**config.mk**
```make
export PLATFORM = sky130hd
export DESIGN_NAME = pmbus_temp_cml_status
export DESIGN_NICKNAME = d
export VERILOG_FILES = /design/src/hw/status_regs_pkg.sv /design/src/hw/sticky_flag.sv /design/src/hw/pmbus_temp_cml_status.sv
export VERILOG_INCLUDE_DIRS = /design/src /design/src/hw
export SDC_FILE = /design/constraint.sdc
export NUM_CORES = 1
export LEC_CHECK = 0
export BUFFER_PORTS_ARGS = -buffer_cell sky130_fd_sc_hd__buf_4
export CORE_UTILIZATION = 43
export CTS_CLUSTER_SIZE = 25
export DETAILED_ROUTE_END_ITERATION = 16
export GPL_TIMING_DRIVEN = 0
export PLACE_DENSITY_LB_ADDON = 0.08
export SLEW_MARGIN = 30
export SYNTH_ARGS = -nofsm -noshare
export SYNTH_HDL_FRONTEND = slang
export SYNTH_SLANG_ARGS = --single-unit
```
**constraint.sdc**
```tcl
create_clock -name core_clk_in -period 1.9 [get_ports core_clk_in]
set_input_delay 0 -clock core_clk_in [delete_from_list [all_inputs] [get_ports core_clk_in]]
set_output_delay 0 -clock core_clk_in [all_outputs]
set_load 0.02 [all_outputs]
```
**src/hw/status_regs_consts.svh**
```systemverilog
// command codes, page codes, bit positions and reset values of the status bank
`ifndef STATUS_REGS_CONSTS_SVH
`define STATUS_REGS_CONSTS_SVH

`define CMD_TEMPERATURE_STATUS 8'h7d
`define CMD_COMM_LOGIC_MEMORY_STATUS 8'h7e

`define PAGE_CHANNEL_A 8'h00
`define PAGE_CHANNEL_B 8'h01
`define PAGE_ALL 8'hff

`define TEMP_OVER_FAULT_BIT 7
`define TEMP_OVER_WARNING_BIT 6
`define TEMP_UNDER_WARNING_BIT 5
`define TEMP_UNDER_FAULT_BIT 4

`define CML_BAD_COMMAND_BIT 7
`define CML_BAD_DATA_BIT 6
`define CML_PEC_FAIL_BIT 5
`define CML_MEMORY_FAULT_BIT 4
`define CML_COMM_FAIL_BIT 1

`define FLAG_RESET_VALUE 1'b0
`define STATUS_ZERO_BYTE 8'h00

`endif

```
**src/hw/status_regs_pkg.sv**
```systemverilog
// types shared by the status bank, its checker, host model and bench
package status_regs_pkg;

  // one register access handed over by the command decoder
  typedef struct packed {
    logic valid;
    logic write;
    logic [7:0] code;
    logic [7:0] data;
    logic [7:0] page;
  } reg_access_t;

  // temperature events of one channel, one-cycle pulses
  typedef struct packed {
    logic over_temp_fault;
    logic over_temp_warning;
  } temp_events_t;

  // communication, logic and memory events, one-cycle pulses
  typedef struct packed {
    logic bad_command;
    logic bad_data;
    logic pec_fail;
    logic memory_fault;
    logic comm_fail;
  } cml_events_t;

  // read answer
  typedef struct packed {
    logic valid;
    logic [7:0] data;
  } read_answer_t;

endpackage

```
**src/hw/sticky_flag.sv**
```systemverilog
// one latched status flag: hardware sets it, a write of one clears it
`timescale 1ns/10ps
`include "status_regs_consts.svh"

module sticky_flag (
  input wire logic core_clk_in,
  input wire logic resetn_in,
  input wire logic set_in,
  input wire logic clear_in,
  output logic flag_out
);

  logic flag_q;
  logic flag_d;

  // set wins over a clear in the same cycle so no event is lost
  always_comb begin
    flag_d = set_in | (flag_q & ~clear_in);
  end

  always_ff @(posedge core_clk_in or negedge resetn_in) begin
    if (!resetn_in) begin
      flag_q <= `FLAG_RESET_VALUE;
    end else begin
      flag_q <= flag_d;
    end
  end

  assign flag_out = flag_q;

endmodule

```
**src/hw/pmbus_temp_cml_status.sv**
```systemverilog
// temperature status registers of the two channels and the shared communication/logic/memory status register
`timescale 1ns/10ps
`include "status_regs_consts.svh"
//
// Behaviour
// - over-temperature fault latches bit 7 of temperature status; reads 0 until it happens.
// - over-temperature warning latches bit 6 of temperature status; reads 0 until it happens.
// - temperature status bits 5 to 0 always read zero.
// - host writing 1 to a supported latched bit clears that flag.
// - the shared status command answers with one summary byte.
// - shared status register is one register, unaffected by the page selection.
// - a bad_command event pulse latches bit 7 of the shared status byte; accesses with other codes are ignored.
// - temperature status per channel; page 00 is A, 01 is B, FF reads A.

module pmbus_temp_cml_status (
  input wire logic core_clk_in,
  input wire logic resetn_in,
  input status_regs_pkg::reg_access_t access_in,
  input status_regs_pkg::temp_events_t temp_events_a_in,
  input status_regs_pkg::temp_events_t temp_events_b_in,
  input status_regs_pkg::cml_events_t cml_events_in,
  output status_regs_pkg::read_answer_t answer_out,
  output logic [1:0] temp_flags_a_out,
  output logic [1:0] temp_flags_b_out,
  output logic [4:0] cml_flags_out
);

  import status_regs_pkg::*;

  ////////////////////////////////////////////////////////////////////////////
  // access decode

  logic hit_temp;
  logic hit_cml;
  logic sel_a;
  logic sel_b;
  logic wr_temp_a;
  logic wr_temp_b;
  logic wr_cml;

  // page FF writes reach both channels, reads of FF show channel A
  always_comb begin
    hit_temp = 1'b0;
    hit_cml = 1'b0;
    if (access_in.valid && access_in.code == `CMD_TEMPERATURE_STATUS) begin
      hit_temp = 1'b1;
    end else if (access_in.valid && access_in.code == `CMD_COMM_LOGIC_MEMORY_STATUS) begin
      hit_cml = 1'b1;
    end
    sel_a = (access_in.page == `PAGE_CHANNEL_A) || (access_in.page == `PAGE_ALL);
    sel_b = (access_in.page == `PAGE_CHANNEL_B) || (access_in.page == `PAGE_ALL);
    wr_temp_a = hit_temp & access_in.write & sel_a;
    wr_temp_b = hit_temp & access_in.write & sel_b;
    wr_cml = hit_cml & access_in.write;
  end

  ////////////////////////////////////////////////////////////////////////////
  // latched flags

  logic [1:0] temp_set_a;
  logic [1:0] temp_set_b;
  logic [1:0] temp_clr_a;
  logic [1:0] temp_clr_b;
  logic [4:0] cml_set;
  logic [4:0] cml_clr;
  logic [1:0] temp_a;
  logic [1:0] temp_b;
  logic [4:0] cml;

  // flag vector order: temperature {fault, warning}; cml {cmd, data, pec, mem, comm}
  always_comb begin
    temp_set_a = {temp_events_a_in.over_temp_fault, temp_events_a_in.over_temp_warning};
    temp_set_b = {temp_events_b_in.over_temp_fault, temp_events_b_in.over_temp_warning};
    temp_clr_a = {2{wr_temp_a}} &
      {access_in.data[`TEMP_OVER_FAULT_BIT], access_in.data[`TEMP_OVER_WARNING_BIT]};
    temp_clr_b = {2{wr_temp_b}} &
      {access_in.data[`TEMP_OVER_FAULT_BIT], access_in.data[`TEMP_OVER_WARNING_BIT]};
    cml_set = {cml_events_in.bad_command, cml_events_in.bad_data, cml_events_in.pec_fail,
               cml_events_in.memory_fault, cml_events_in.comm_fail};
    // bits 3, 2 and 0 have no cell, so writes to them fall away
    cml_clr = {5{wr_cml}} &
      {access_in.data[`CML_BAD_COMMAND_BIT], access_in.data[`CML_BAD_DATA_BIT],
       access_in.data[`CML_PEC_FAIL_BIT], access_in.data[`CML_MEMORY_FAULT_BIT],
       access_in.data[`CML_COMM_FAIL_BIT]};
  end

  genvar i;
  generate
    for (i = 0; i < 2; i++) begin : g_temp
      sticky_flag u_flag_a (
        .core_clk_in(core_clk_in),
        .resetn_in(resetn_in),
        .set_in(temp_set_a[i]),
        .clear_in(temp_clr_a[i]),
        .flag_out(temp_a[i])
      );
      sticky_flag u_flag_b (
        .core_clk_in(core_clk_in),
        .resetn_in(resetn_in),
        .set_in(temp_set_b[i]),
        .clear_in(temp_clr_b[i]),
        .flag_out(temp_b[i])
      );
    end
    for (i = 0; i < 5; i++) begin : g_cml
      sticky_flag u_flag (
        .core_clk_in(core_clk_in),
        .resetn_in(resetn_in),
        .set_in(cml_set[i]),
        .clear_in(cml_clr[i]),
        .flag_out(cml[i])
      );
    end
  endgenerate

  ////////////////////////////////////////////////////////////////////////////
  // read answer

  read_answer_t answer_q;
  read_answer_t answer_d;
  logic [7:0] temp_byte;
  logic [7:0] cml_byte;

  // a read sees the flags as they stood before this cycle's events
  always_comb begin
    temp_byte = `STATUS_ZERO_BYTE;
    if (sel_a) begin
      temp_byte[`TEMP_OVER_FAULT_BIT] = temp_a[1];
      temp_byte[`TEMP_OVER_WARNING_BIT] = temp_a[0];
    end else if (sel_b) begin
      temp_byte[`TEMP_OVER_FAULT_BIT] = temp_b[1];
      temp_byte[`TEMP_OVER_WARNING_BIT] = temp_b[0];
    end
    cml_byte = `STATUS_ZERO_BYTE;
    cml_byte[`CML_BAD_COMMAND_BIT] = cml[4];
    cml_byte[`CML_BAD_DATA_BIT] = cml[3];
    cml_byte[`CML_PEC_FAIL_BIT] = cml[2];
    cml_byte[`CML_MEMORY_FAULT_BIT] = cml[1];
    cml_byte[`CML_COMM_FAIL_BIT] = cml[0];
    answer_d.valid = (hit_temp | hit_cml) & ~access_in.write;
    answer_d.data = `STATUS_ZERO_BYTE;
    if (hit_temp && !access_in.write) begin
      answer_d.data = temp_byte;
    end else if (hit_cml && !access_in.write) begin
      answer_d.data = cml_byte;
    end
  end

  always_ff @(posedge core_clk_in or negedge resetn_in) begin
    if (!resetn_in) begin
      answer_q <= '0;
    end else begin
      answer_q <= answer_d;
    end
  end

  assign answer_out = answer_q;
  assign temp_flags_a_out = temp_a;
  assign temp_flags_b_out = temp_b;
  assign cml_flags_out = cml;

endmodule

```
==> run_results.csv, run 1 <==
group,metric,value,unit
die,die_area,2030,um2
sta,layout_min_cycle_time,1540,ps
clocking,cts_max_path_buffers,2,
power,swShare,23.9,%
die,die_h,45.0,um
global_route,grt_pass1_vias,651,
setup_path,cp-end-kind,"flop",
synth,netlist_top_cells_area,"dfrtp_1 (47%), buf_4 (11%), a21o_1 (8.5%)",
synth,yosysMostFrequentCell,"dfrtp_1",
setup_path,path_buf_inv,2,
global_route,antenna_found_initial,0,
clocking,cts-htree-levels,1,
sta,fin_skew,3.53,ps
route,drt-initial-drc-count,12,
synth,synth_top_area_share,47.2,%
synth,synthCells,72,
layout,final_nets,176,
setup_path,cp.arrival,1720,ps
die,rows,15,
sta,finalMaxSlewViolations,0,
die,start_util,46.1,%
outcome,outcome,"completed",
die,top_level_ports,55,
worst_hold_path,hold_class,"in -> reg",
synth,synth_edf_count,0,
layout,multiInputGateArea,334,um2
clocking,cts_root_buf,"clkbuf_4",
route,via_count,765,
layout,fin_area,1340,um2
setup_path,worst_path_max_delay_cell,"dlygate4sd3_1",
clocking,cts_resized,0,
synth,synth_largest_area_cell,"dfrtp_1",
global_route,use_met2,31.3,%
route,vias_per_cell,4.69,
sta,finalCritPeriodShare,81.2,%
clocking,cts.sinks,15,
global_route,met3_usage,2.40,%
setup_path,required,2070,ps
sta,setup_viol,0,
sta,hold_violations,0,
synth,postSynthAreaPerCell,11.1,um2
setup_path,worstSetupPathType,"in -> reg",
placement,place_congestion,0.810,
layout,area_delta_synth_final,68.7,%
power,leakage,0.000622,uW
global_route,grt_usage,18.1,%
sta,rsz0062_at_grt,"no",
route,drt-total-wl,1.79,mm
synth,synth_area,796,um2
power,intPower,465,uW
setup_path,startpoint_type,"primary input",
layout,n_fill_cell,123,
synth,async_flop_share,100,%
clocking,clk_pin_slew,100,ps
layout,seq_area,375,um2
power,pwr-share-comb,17.2,%
setup_path,worstPathMaxFanout,5,
route,route.detailed.drc,0,
placement,portBuffers,48,
global_route,grt_pass1_wl,2.63,mm
route,ant_nets,0,
global_route,grt_use_met1,21.7,%
synth,synth-seq-cells,15,
global_route,grt_max_degree,16,
setup_path,max_stage_delay,550,ps
clocking,cts_tree,"done",
setup_path,reg2reg_slack,690,ps
layout,drive_above_1_share,54.3,%
setup_path,path_cells,"buf_4, nand4_2, nor4b_4, and3b_1, nand2_1, a21o_1, dlygate4sd3_1",
sta,max_freq,648,MHz
placement,dp_hpwl,1.30,mm
power,power_density,455,nW/um2
global_route,busiest_layer,"met2",
layout,antennaDiodeCount,0,
power,p_sw,146,uW
synth,ys_types,21,
die,die_x,45.0,um
global_route,grt_overflow,0,
sta,setup-tns-final,0,ps
synth,netlist_top_cells_count,"dfrtp_1 (15), buf_4 (12), a21o_1 (9)",
power,clkPwrFrac,30.5,%
synth,yosys_warnings,0,
clocking,numCtsBuffers,3,
power,ir_drop,0.000371,V
power,seq_power_share,52.3,%
run,cap_violations,0,
synth,dominantRegCellSynth,"dfrtp_1",
setup_path,critPathTopFamily,"simple AND/OR/NAND/NOR gates",
route,wl_per_cell,11.0,um
synth,synth_seq_area_share,47.2,%
clocking,clk_latency,280,ps
die,core_area,1730,um2
placement,place_area,1190,um2
route,drtPass1Iterations,5,
==> metrics by stage <==
stage | utilization (%) | total power (uW) | std cells | hold slack, ps | setup WS (ps)
detailed placement | 69.2 | 413 | 147 | -135 | 548
floorplan | - | 346 | 74 | -296 | 813
global placement | 69.2 | 411 | 147 | -137 | 577
finish | 77.8 | 611 | 163 | 7.94 | 357
CTS | 77.2 | 613 | 162 | 1.40 | 373
global route | 77.8 | 634 | 163 | 12.1 | 292
==> power groups by stage <==
stage / Combinational, uW / Clock (uW) / Sequential [uW]
after global placement: 85.6 / 0 / 326
final: 105 / 186 / 319
after global routing: 114 / 201 / 319
after CTS: 104 / 190 / 319
after floorplan: 20.0 / 0 / 326
after detailed placement: 87.1 / 0 / 326
==> cells by family after synthesis <==
family | count (synthesis) | share of synthesized area [%]
compound gates | 15 | 14.5
flops | 15 | 47.2
other cells | 1 | 0.471
buf+inv | 13 | 11.8
simple gates | 28 | 26.1
==> final cells by class <==
class                      instances  share of cell area, %
buffer                            12                   6.71
clock buffer                       3                   1.68
clock inverter                     1                  0.373
inverter                           1                  0.280
multi-input combinational         46                   24.9
sequential                        15                   28.0
tap                               25                   2.33
timing repair buffer              60                   35.8
==> repair_timing <==
item	in CTS	in global routing
hold buffers	11	1
setup buffers	0	0
hold endpoints to repair	24	1
==> placed cells by master, fill, tap and decap left out, drive strengths merged, types with 2 or more instances in the layout <==
cell	count
buf	60
a22o	4
o21ai	2
a21o	9
nand2	7
conb	3
dfrtp	15
and2	3
clkbuf	3
nor4b	2
nand4	7
dlygate4sd3	12
or2	2
==> worst paths after layout <==
check,startpoint,depth (start not counted),end
max,access_in[21],7,g_cml[0].u_flag.flag_out
min,access_in[12],3,g_cml[1].u_flag.flag_out
max reg2reg,g_cml[0].u_flag.flag_out,2,g_cml[0].u_flag.flag_out
min reg2reg,g_temp[1].u_flag_a.flag_out,1,g_temp[1].u_flag_a.flag_out
max in group asynchronous,resetn_in,2,g_temp[0].u_flag_b.flag_out
min in group asynchronous,resetn_in,2,g_cml[3].u_flag.flag_out
==> state kept, by name, indices dropped and copies added, names as in the netlist <==
name	cells
answer_out	6
g_cml.u_flag.flag_out	5
g_temp.u_flag_a.flag_out	2
g_temp.u_flag_b.flag_out	2
==> layer usage <==
layer | vias up | part of all wire (%)
met5 | - | 0
met4 | 0 | 1.6
met3 | 4 | 6.2
met2 | 37 | 51
met1 | 345 | 41
li1 | 379 | -
==> worst register-to-register path: stages, from the launching register on <==
cell	delay, ps
dfrtp_1	400
a21o_1	160
dlygate4sd3_1	550
No activity file was read; power rests on OpenSTA's default activity.
==> inputs of run 2 (changes only) <==
--- a/config.mk
+++ b/config.mk
@@ -7,7 +7,7 @@
 export NUM_CORES = 1
 export LEC_CHECK = 0
 export BUFFER_PORTS_ARGS = -buffer_cell sky130_fd_sc_hd__buf_4
-export CORE_UTILIZATION = 43
+export CORE_UTILIZATION = 40
 export CTS_CLUSTER_SIZE = 25
 export DETAILED_ROUTE_END_ITERATION = 16
 export GPL_TIMING_DRIVEN = 0
==> constraint.sdc (replaced) <==
create_clock -name core_clk_in -period 1.55 [get_ports core_clk_in]
set_input_delay 0 -clock core_clk_in [delete_from_list [all_inputs] [get_ports core_clk_in]]
set_output_delay 0 -clock core_clk_in [all_outputs]
set_load 0.02 [all_outputs]
==> run 2 against run 1 <==
  * First-iteration DRC count fell by 67%
  * Clock skew rose by 1.5 ps
  * Non-clock buffer count rose by 1
  * Count of clock-buffer cells in the layout did not move
  * Utilization fell by 2.8 points
  * Critical endpoint is now g_cml[1].u_flag.flag_out
  * Largest power group unchanged
==> run_results.csv, run 2 (synthesis results as in run 1) <==
group,metric,value,unit
outcome,outcome,"completed",
sta,finalCritPeriodShare,92.9,%
global_route,grt_overflow,0,
die,die_area,2170,um2
power,leakage,0.000624,uW
die,top_level_ports,55,
route,drt-initial-drc-count,4,
layout,final_nets,177,
global_route,antenna_found_initial,0,
power,clkPwrFrac,29.4,%
layout,mostFrequentLayoutCells,"buf_4 (61), dfrtp_1 (15), dlygate4sd3_1 (12), a21o_1 (9), nand2_1 (7)",
route,wl_per_cell,11.5,um
sta,setup_viol,0,
power,p_sw,168,uW
layout,layout_commonest_cell,"buf_4",
power,seq_power_share,53.2,%
setup_path,worst_r2r_path_depth,2,
setup_path,worstPathMaxFanout,5,
setup_path,regToRegStartpoint,"g_cml[1].u_flag.flag_out",
sta,max_freq,695,MHz
die,start_util,44.2,%
worst_hold_path,hold_class,"in -> reg",
global_route,grt_max_degree,16,
die,die_x,46.6,um
setup_path,worstSetupPathType,"in -> reg",
run,cap_violations,0,
setup_path,r2r-end,"g_cml[1].u_flag.flag_out",
sta,holdWs,13.1,ps
die,die_h,46.6,um
power,swShare,22.8,%
setup_path,startpoint_type,"primary input",
setup_path,reg2reg_slack,330,ps
layout,antennaDiodeCount,0,
layout,final_util,75.0,%
sta,rsz0062_at_grt,"no",
placement,dp_hpwl,1.41,mm
worst_hold_path,hold_start,"access_in[9]",
power,power_density,545,nW/um2
power,pwr-share-comb,17.5,%
clocking,clk_latency,270,ps
setup_path,cp-end-kind,"flop",
clocking,cts_tree,"done",
sta,layout_min_cycle_time,1440,ps
sta,setup-tns-final,0,ps
placement,place_congestion,0.734,
clocking,cts.sinks,15,
clocking,cts_root_buf,"clkbuf_4",
route,ant_nets,0,
route,route.detailed.drc,0,
clocking,cts_max_path_buffers,2,
route,via_count,762,
setup_path,cp.arrival,1600,ps
layout,largest_reg_flops,6,
setup_path,required,1710,ps
sta,hold_violations,0,
route,drt-total-wl,1.88,mm
worst_hold_path,hold_depth,3,
clocking,cts-htree-levels,1,
die,rows,15,
clocking,clk_pin_slew,90,ps
die,core_area,1800,um2
route,vias_per_cell,4.65,
global_route,grt_pass1_vias,700,
layout,area_delta_synth_final,69.8,%
sta,fin_skew,4.98,ps
global_route,grt_usage,18.5,%
route,drtPass1Iterations,3,
worst_hold_path,hold_end,"g_cml[0].u_flag.flag_out",
power,intPower,568,uW
clocking,numCtsBuffers,3,
placement,portBuffers,48,
sta,finalMaxSlewViolations,0,
global_route,grt_pass1_wl,2.76,mm
layout,drive_above_1_share,55.4,%
power,ir_drop,0.000414,V
## run 2: cell types whose count changed in the layout (fill, tap and decap cells not counted), sizes merged
cell	before	now
buf	60	61
## run 2: timing repair
item	4_1_cts	5_1_grt
setup buffers	0	1
hold buffers	12	0
resized for setup	0	1
hold endpoints to repair	24	0
setup endpoints to repair	0	2
## run 2: area by class of cell
class                           count  area [um2]
Timing Repair Buffer               61         488
Multi-Input combinational cell     46         335
Inverter                            1        3.75
Buffer                             12        90.1
Clock inverter                      1        5.00
Tap cell                           25        31.3
Clock buffer                        3        22.5
Sequential cell                    15         375
Fill cell                         138         450
## run 2: power by group through the flow
stage                     Combinational, uW  Sequential, uW  Clock [uW]
final                                   129             391         216
after global routing                    137             391         237
after CTS                               128             391         229
after detailed placement                108             399           0
after global placement                  105             399           0
after floorplan                        24.6             399           0
## run 2: worst max-delay path, stage by stage
cell and delay [ps]:
buf_4 80, nand4_2 130, nor4b_4 300, and3b_2 280
nand2_1 80, a21o_1 180, dlygate4sd3_1 540
## run 2: worst max-delay path by stage
stage	start	endpoint	slack [ps]	cells past startpoint
after floorplan	access_in[21]	answer_out[6]	460	4
after global placement	access_in[2]	g_temp[0].u_flag_a.flag_out	250	6
after detailed placement	access_in[2]	g_temp[1].u_flag_a.flag_out	210	6
after CTS	access_in[21]	g_cml[1].u_flag.flag_out	20	7
after global routing	access_in[21]	g_cml[1].u_flag.flag_out	80	7
final	access_in[21]	g_cml[1].u_flag.flag_out	110	7
## run 2: metrics by stage
step                      power (uW)  setup slack [ps]  cells  area, um2
after floorplan                  424               463     74        803
after global placement           504               251    147       1190
after detailed placement         507               207    147       1190
after CTS                        748              18.0    163       1340
after global routing             765              77.1    164       1350
final                            736               111    164       1350
## run 2: routing by layer
layer	global-route usage (%)	routed length [um]	vias up	share of wire, %
met1	19.9	758	355	40
met3	4.31	107	2	5.7
li1	-	-	378	-
met2	34.2	1000	27	53
met5	0	0	-	0
met4	7.06	12	0	0.64
==> inputs of run 3 (changes only) <==
--- a/config.mk
+++ b/config.mk
@@ -7,7 +7,8 @@
 export NUM_CORES = 1
 export LEC_CHECK = 0
 export BUFFER_PORTS_ARGS = -buffer_cell sky130_fd_sc_hd__buf_4
-export CORE_UTILIZATION = 40
+export CORE_UTILIZATION = 42
+export CTS_BUF_LIST = sky130_fd_sc_hd__clkbuf_4 sky130_fd_sc_hd__clkbuf_8
 export CTS_CLUSTER_SIZE = 25
 export DETAILED_ROUTE_END_ITERATION = 16
 export GPL_TIMING_DRIVEN = 0
==> run 3 against run 2 <==
  * Sequential power about the same
  * Clock power up 9%
  * Largest power group unchanged
  * Count of clock-buffer cells in the layout increased by 1
  * Fmax is 3.0% lower
  * Critical path type unchanged
  * Utilization is 3.1 points higher
==> run_results.csv, run 3 (synthesis results as in run 1) <==
group,metric,value,unit
power,intPower,590,uW
sta,fin_skew,9.34,ps
sta,setup_viol,0,
die,die_h,45.5,um
die,top_level_ports,55,
setup_path,worstPathMaxFanout,5,
global_route,grt_overflow,0,
setup_path,cp-end-kind,"flop",
layout,largest_reg_flops,6,
route,vias_per_cell,4.76,
layout,area_delta_synth_final,71.4,%
placement,dp_hpwl,1.35,mm
worst_hold_path,hold_end,"g_cml[3].u_flag.flag_out",
setup_path,startpoint_type,"primary input",
sta,max_freq,674,MHz
setup_path,required,1710,ps
layout,final_util,78.1,%
clocking,cts_root_buf,"clkbuf_4",
power,seq_power_share,51.8,%
layout,mostFrequentLayoutCells,"buf_4 (61), dfrtp_1 (15), dlygate4sd3_1 (13), a21o_1 (9), nand2_1 (7)",
worst_hold_path,hold_class,"in -> reg",
setup_path,reg2reg_slack,330,ps
die,rows,15,
layout,antennaDiodeCount,0,
sta,holdWs,15.4,ps
route,drt-total-wl,1.90,mm
power,swShare,21.8,%
clocking,clk_pin_slew,90,ps
clocking,cts_max_path_buffers,2,
clocking,cts_tree,"done",
sta,finalCritPeriodShare,95.7,%
placement,place_congestion,0.792,
outcome,outcome,"completed",
setup_path,regToRegStartpoint,"g_cml[2].u_flag.flag_out",
clocking,numCtsBuffers,3,
die,core_area,1750,um2
power,pwr-share-comb,17.1,%
global_route,grt_usage,20.9,%
placement,portBuffers,48,
route,ant_nets,0,
die,die_x,45.5,um
setup_path,worstSetupPathType,"in -> reg",
die,start_util,45.6,%
sta,hold_violations,0,
global_route,grt_pass1_wl,3.02,mm
power,power_density,554,nW/um2
power,p_sw,165,uW
run,cap_violations,0,
power,clkPwrFrac,31.1,%
sta,finalMaxSlewViolations,0,
setup_path,worst_r2r_path_depth,2,
layout,layout_commonest_cell,"buf_4",
route,drtPass1Iterations,4,
route,wl_per_cell,11.5,um
setup_path,r2r-end,"g_cml[2].u_flag.flag_out",
clocking,clk_latency,280,ps
layout,drive_above_1_share,55.0,%
route,via_count,785,
power,ir_drop,0.000513,V
global_route,grt_pass1_vias,760,
worst_hold_path,hold_start,"access_in[14]",
die,die_area,2070,um2
setup_path,cp.arrival,1640,ps
route,route.detailed.drc,0,
global_route,antenna_found_initial,0,
sta,layout_min_cycle_time,1480,ps
layout,final_nets,178,
clocking,cts-htree-levels,1,
clocking,cts.sinks,15,
sta,setup-tns-final,0,ps
power,leakage,0.000626,uW
global_route,grt_max_degree,16,
worst_hold_path,hold_depth,3,
route,drt-initial-drc-count,6,
==> run 3: cell count changes in the layout (fill, tap and decap cells not counted) <==
cell | previous run | this run
dlygate4sd3_1 | 12 | 13
clkinv_2 | 1 | 0
clkbuf_4 | 3 | 4
==> run 3: what timing repair did <==
action | 4_1_cts | 5_1_grt
endpoints found under the hold margin | 24 | 0
gates resized for setup | 0 | 1
endpoints found under the setup margin | 0 | 3
hold buffers | 13 | 0
setup buffers | 0 | 1
==> run 3: worst max-delay path by stage <==
| stage | start | end | depth (start not counted) |
|---|---|---|---|
| floorplan | access_in[21] | answer_out[6] | 4 |
| global placement | access_in[2] | g_temp[1].u_flag_a.flag_out | 6 |
| detailed placement | access_in[2] | g_temp[1].u_flag_a.flag_out | 6 |
| CTS | access_in[21] | g_cml[0].u_flag.flag_out | 7 |
| global route | access_in[21] | g_cml[0].u_flag.flag_out | 7 |
| finish | access_in[21] | g_cml[0].u_flag.flag_out | 7 |
==> run 3: power by group through the flow <==
stage          combinational, uW  clock (uW)  sequential [uW]
3_3_place_gp                 105           0              399
5_1_grt                      140         259              391
6_report                     129         235              391
4_1_cts                      127         248              391
3_5_place_dp                 107           0              399
2_1_floorplan               24.6           0              399
==> run 3: worst max-delay path, cell delays in order <==
cell           delay (ps)
buf_4                  80
nand4_2               130
nor4b_4               350
and3b_2               290
nand2_1                70
a21o_1                170
dlygate4sd3_1         550
==> run 3: through the flow <==
| step | power, uW | instance area, um2 | std cells | setup WS (ps) |
|---|---|---|---|---|
| 6_report | 755 | 1360 | 165 | 66.6 |
| 3_3_place_gp | 504 | 1190 | 147 | 242 |
| 5_1_grt | 790 | 1360 | 165 | -30.2 |
| 4_1_cts | 767 | 1360 | 164 | 15.8 |
| 3_5_place_dp | 506 | 1190 | 147 | 227 |
| 2_1_floorplan | 424 | 803 | 74 | 463 |
==> run 3: cell type report <==
cell class / count / area (um2)
timing repair buffer: 62 / 498
fill: 117 / 382
sequential: 15 / 375
multi-input combinational: 46 / 335
buffer: 12 / 90.1
tap: 25 / 31.3
clock buffer: 4 / 30.0
inverter: 1 / 3.75
==> run 3: metal layers <==
layer | share of wire (%) | global-route usage, % | vias up
li1 | - | - | 381
met1 | 40 | 23.4 | 356
met2 | 52 | 36.6 | 44
met3 | 6.4 | 7.14 | 4
met4 | 1.5 | 7.27 | 0
met5 | 0 | 0 | -
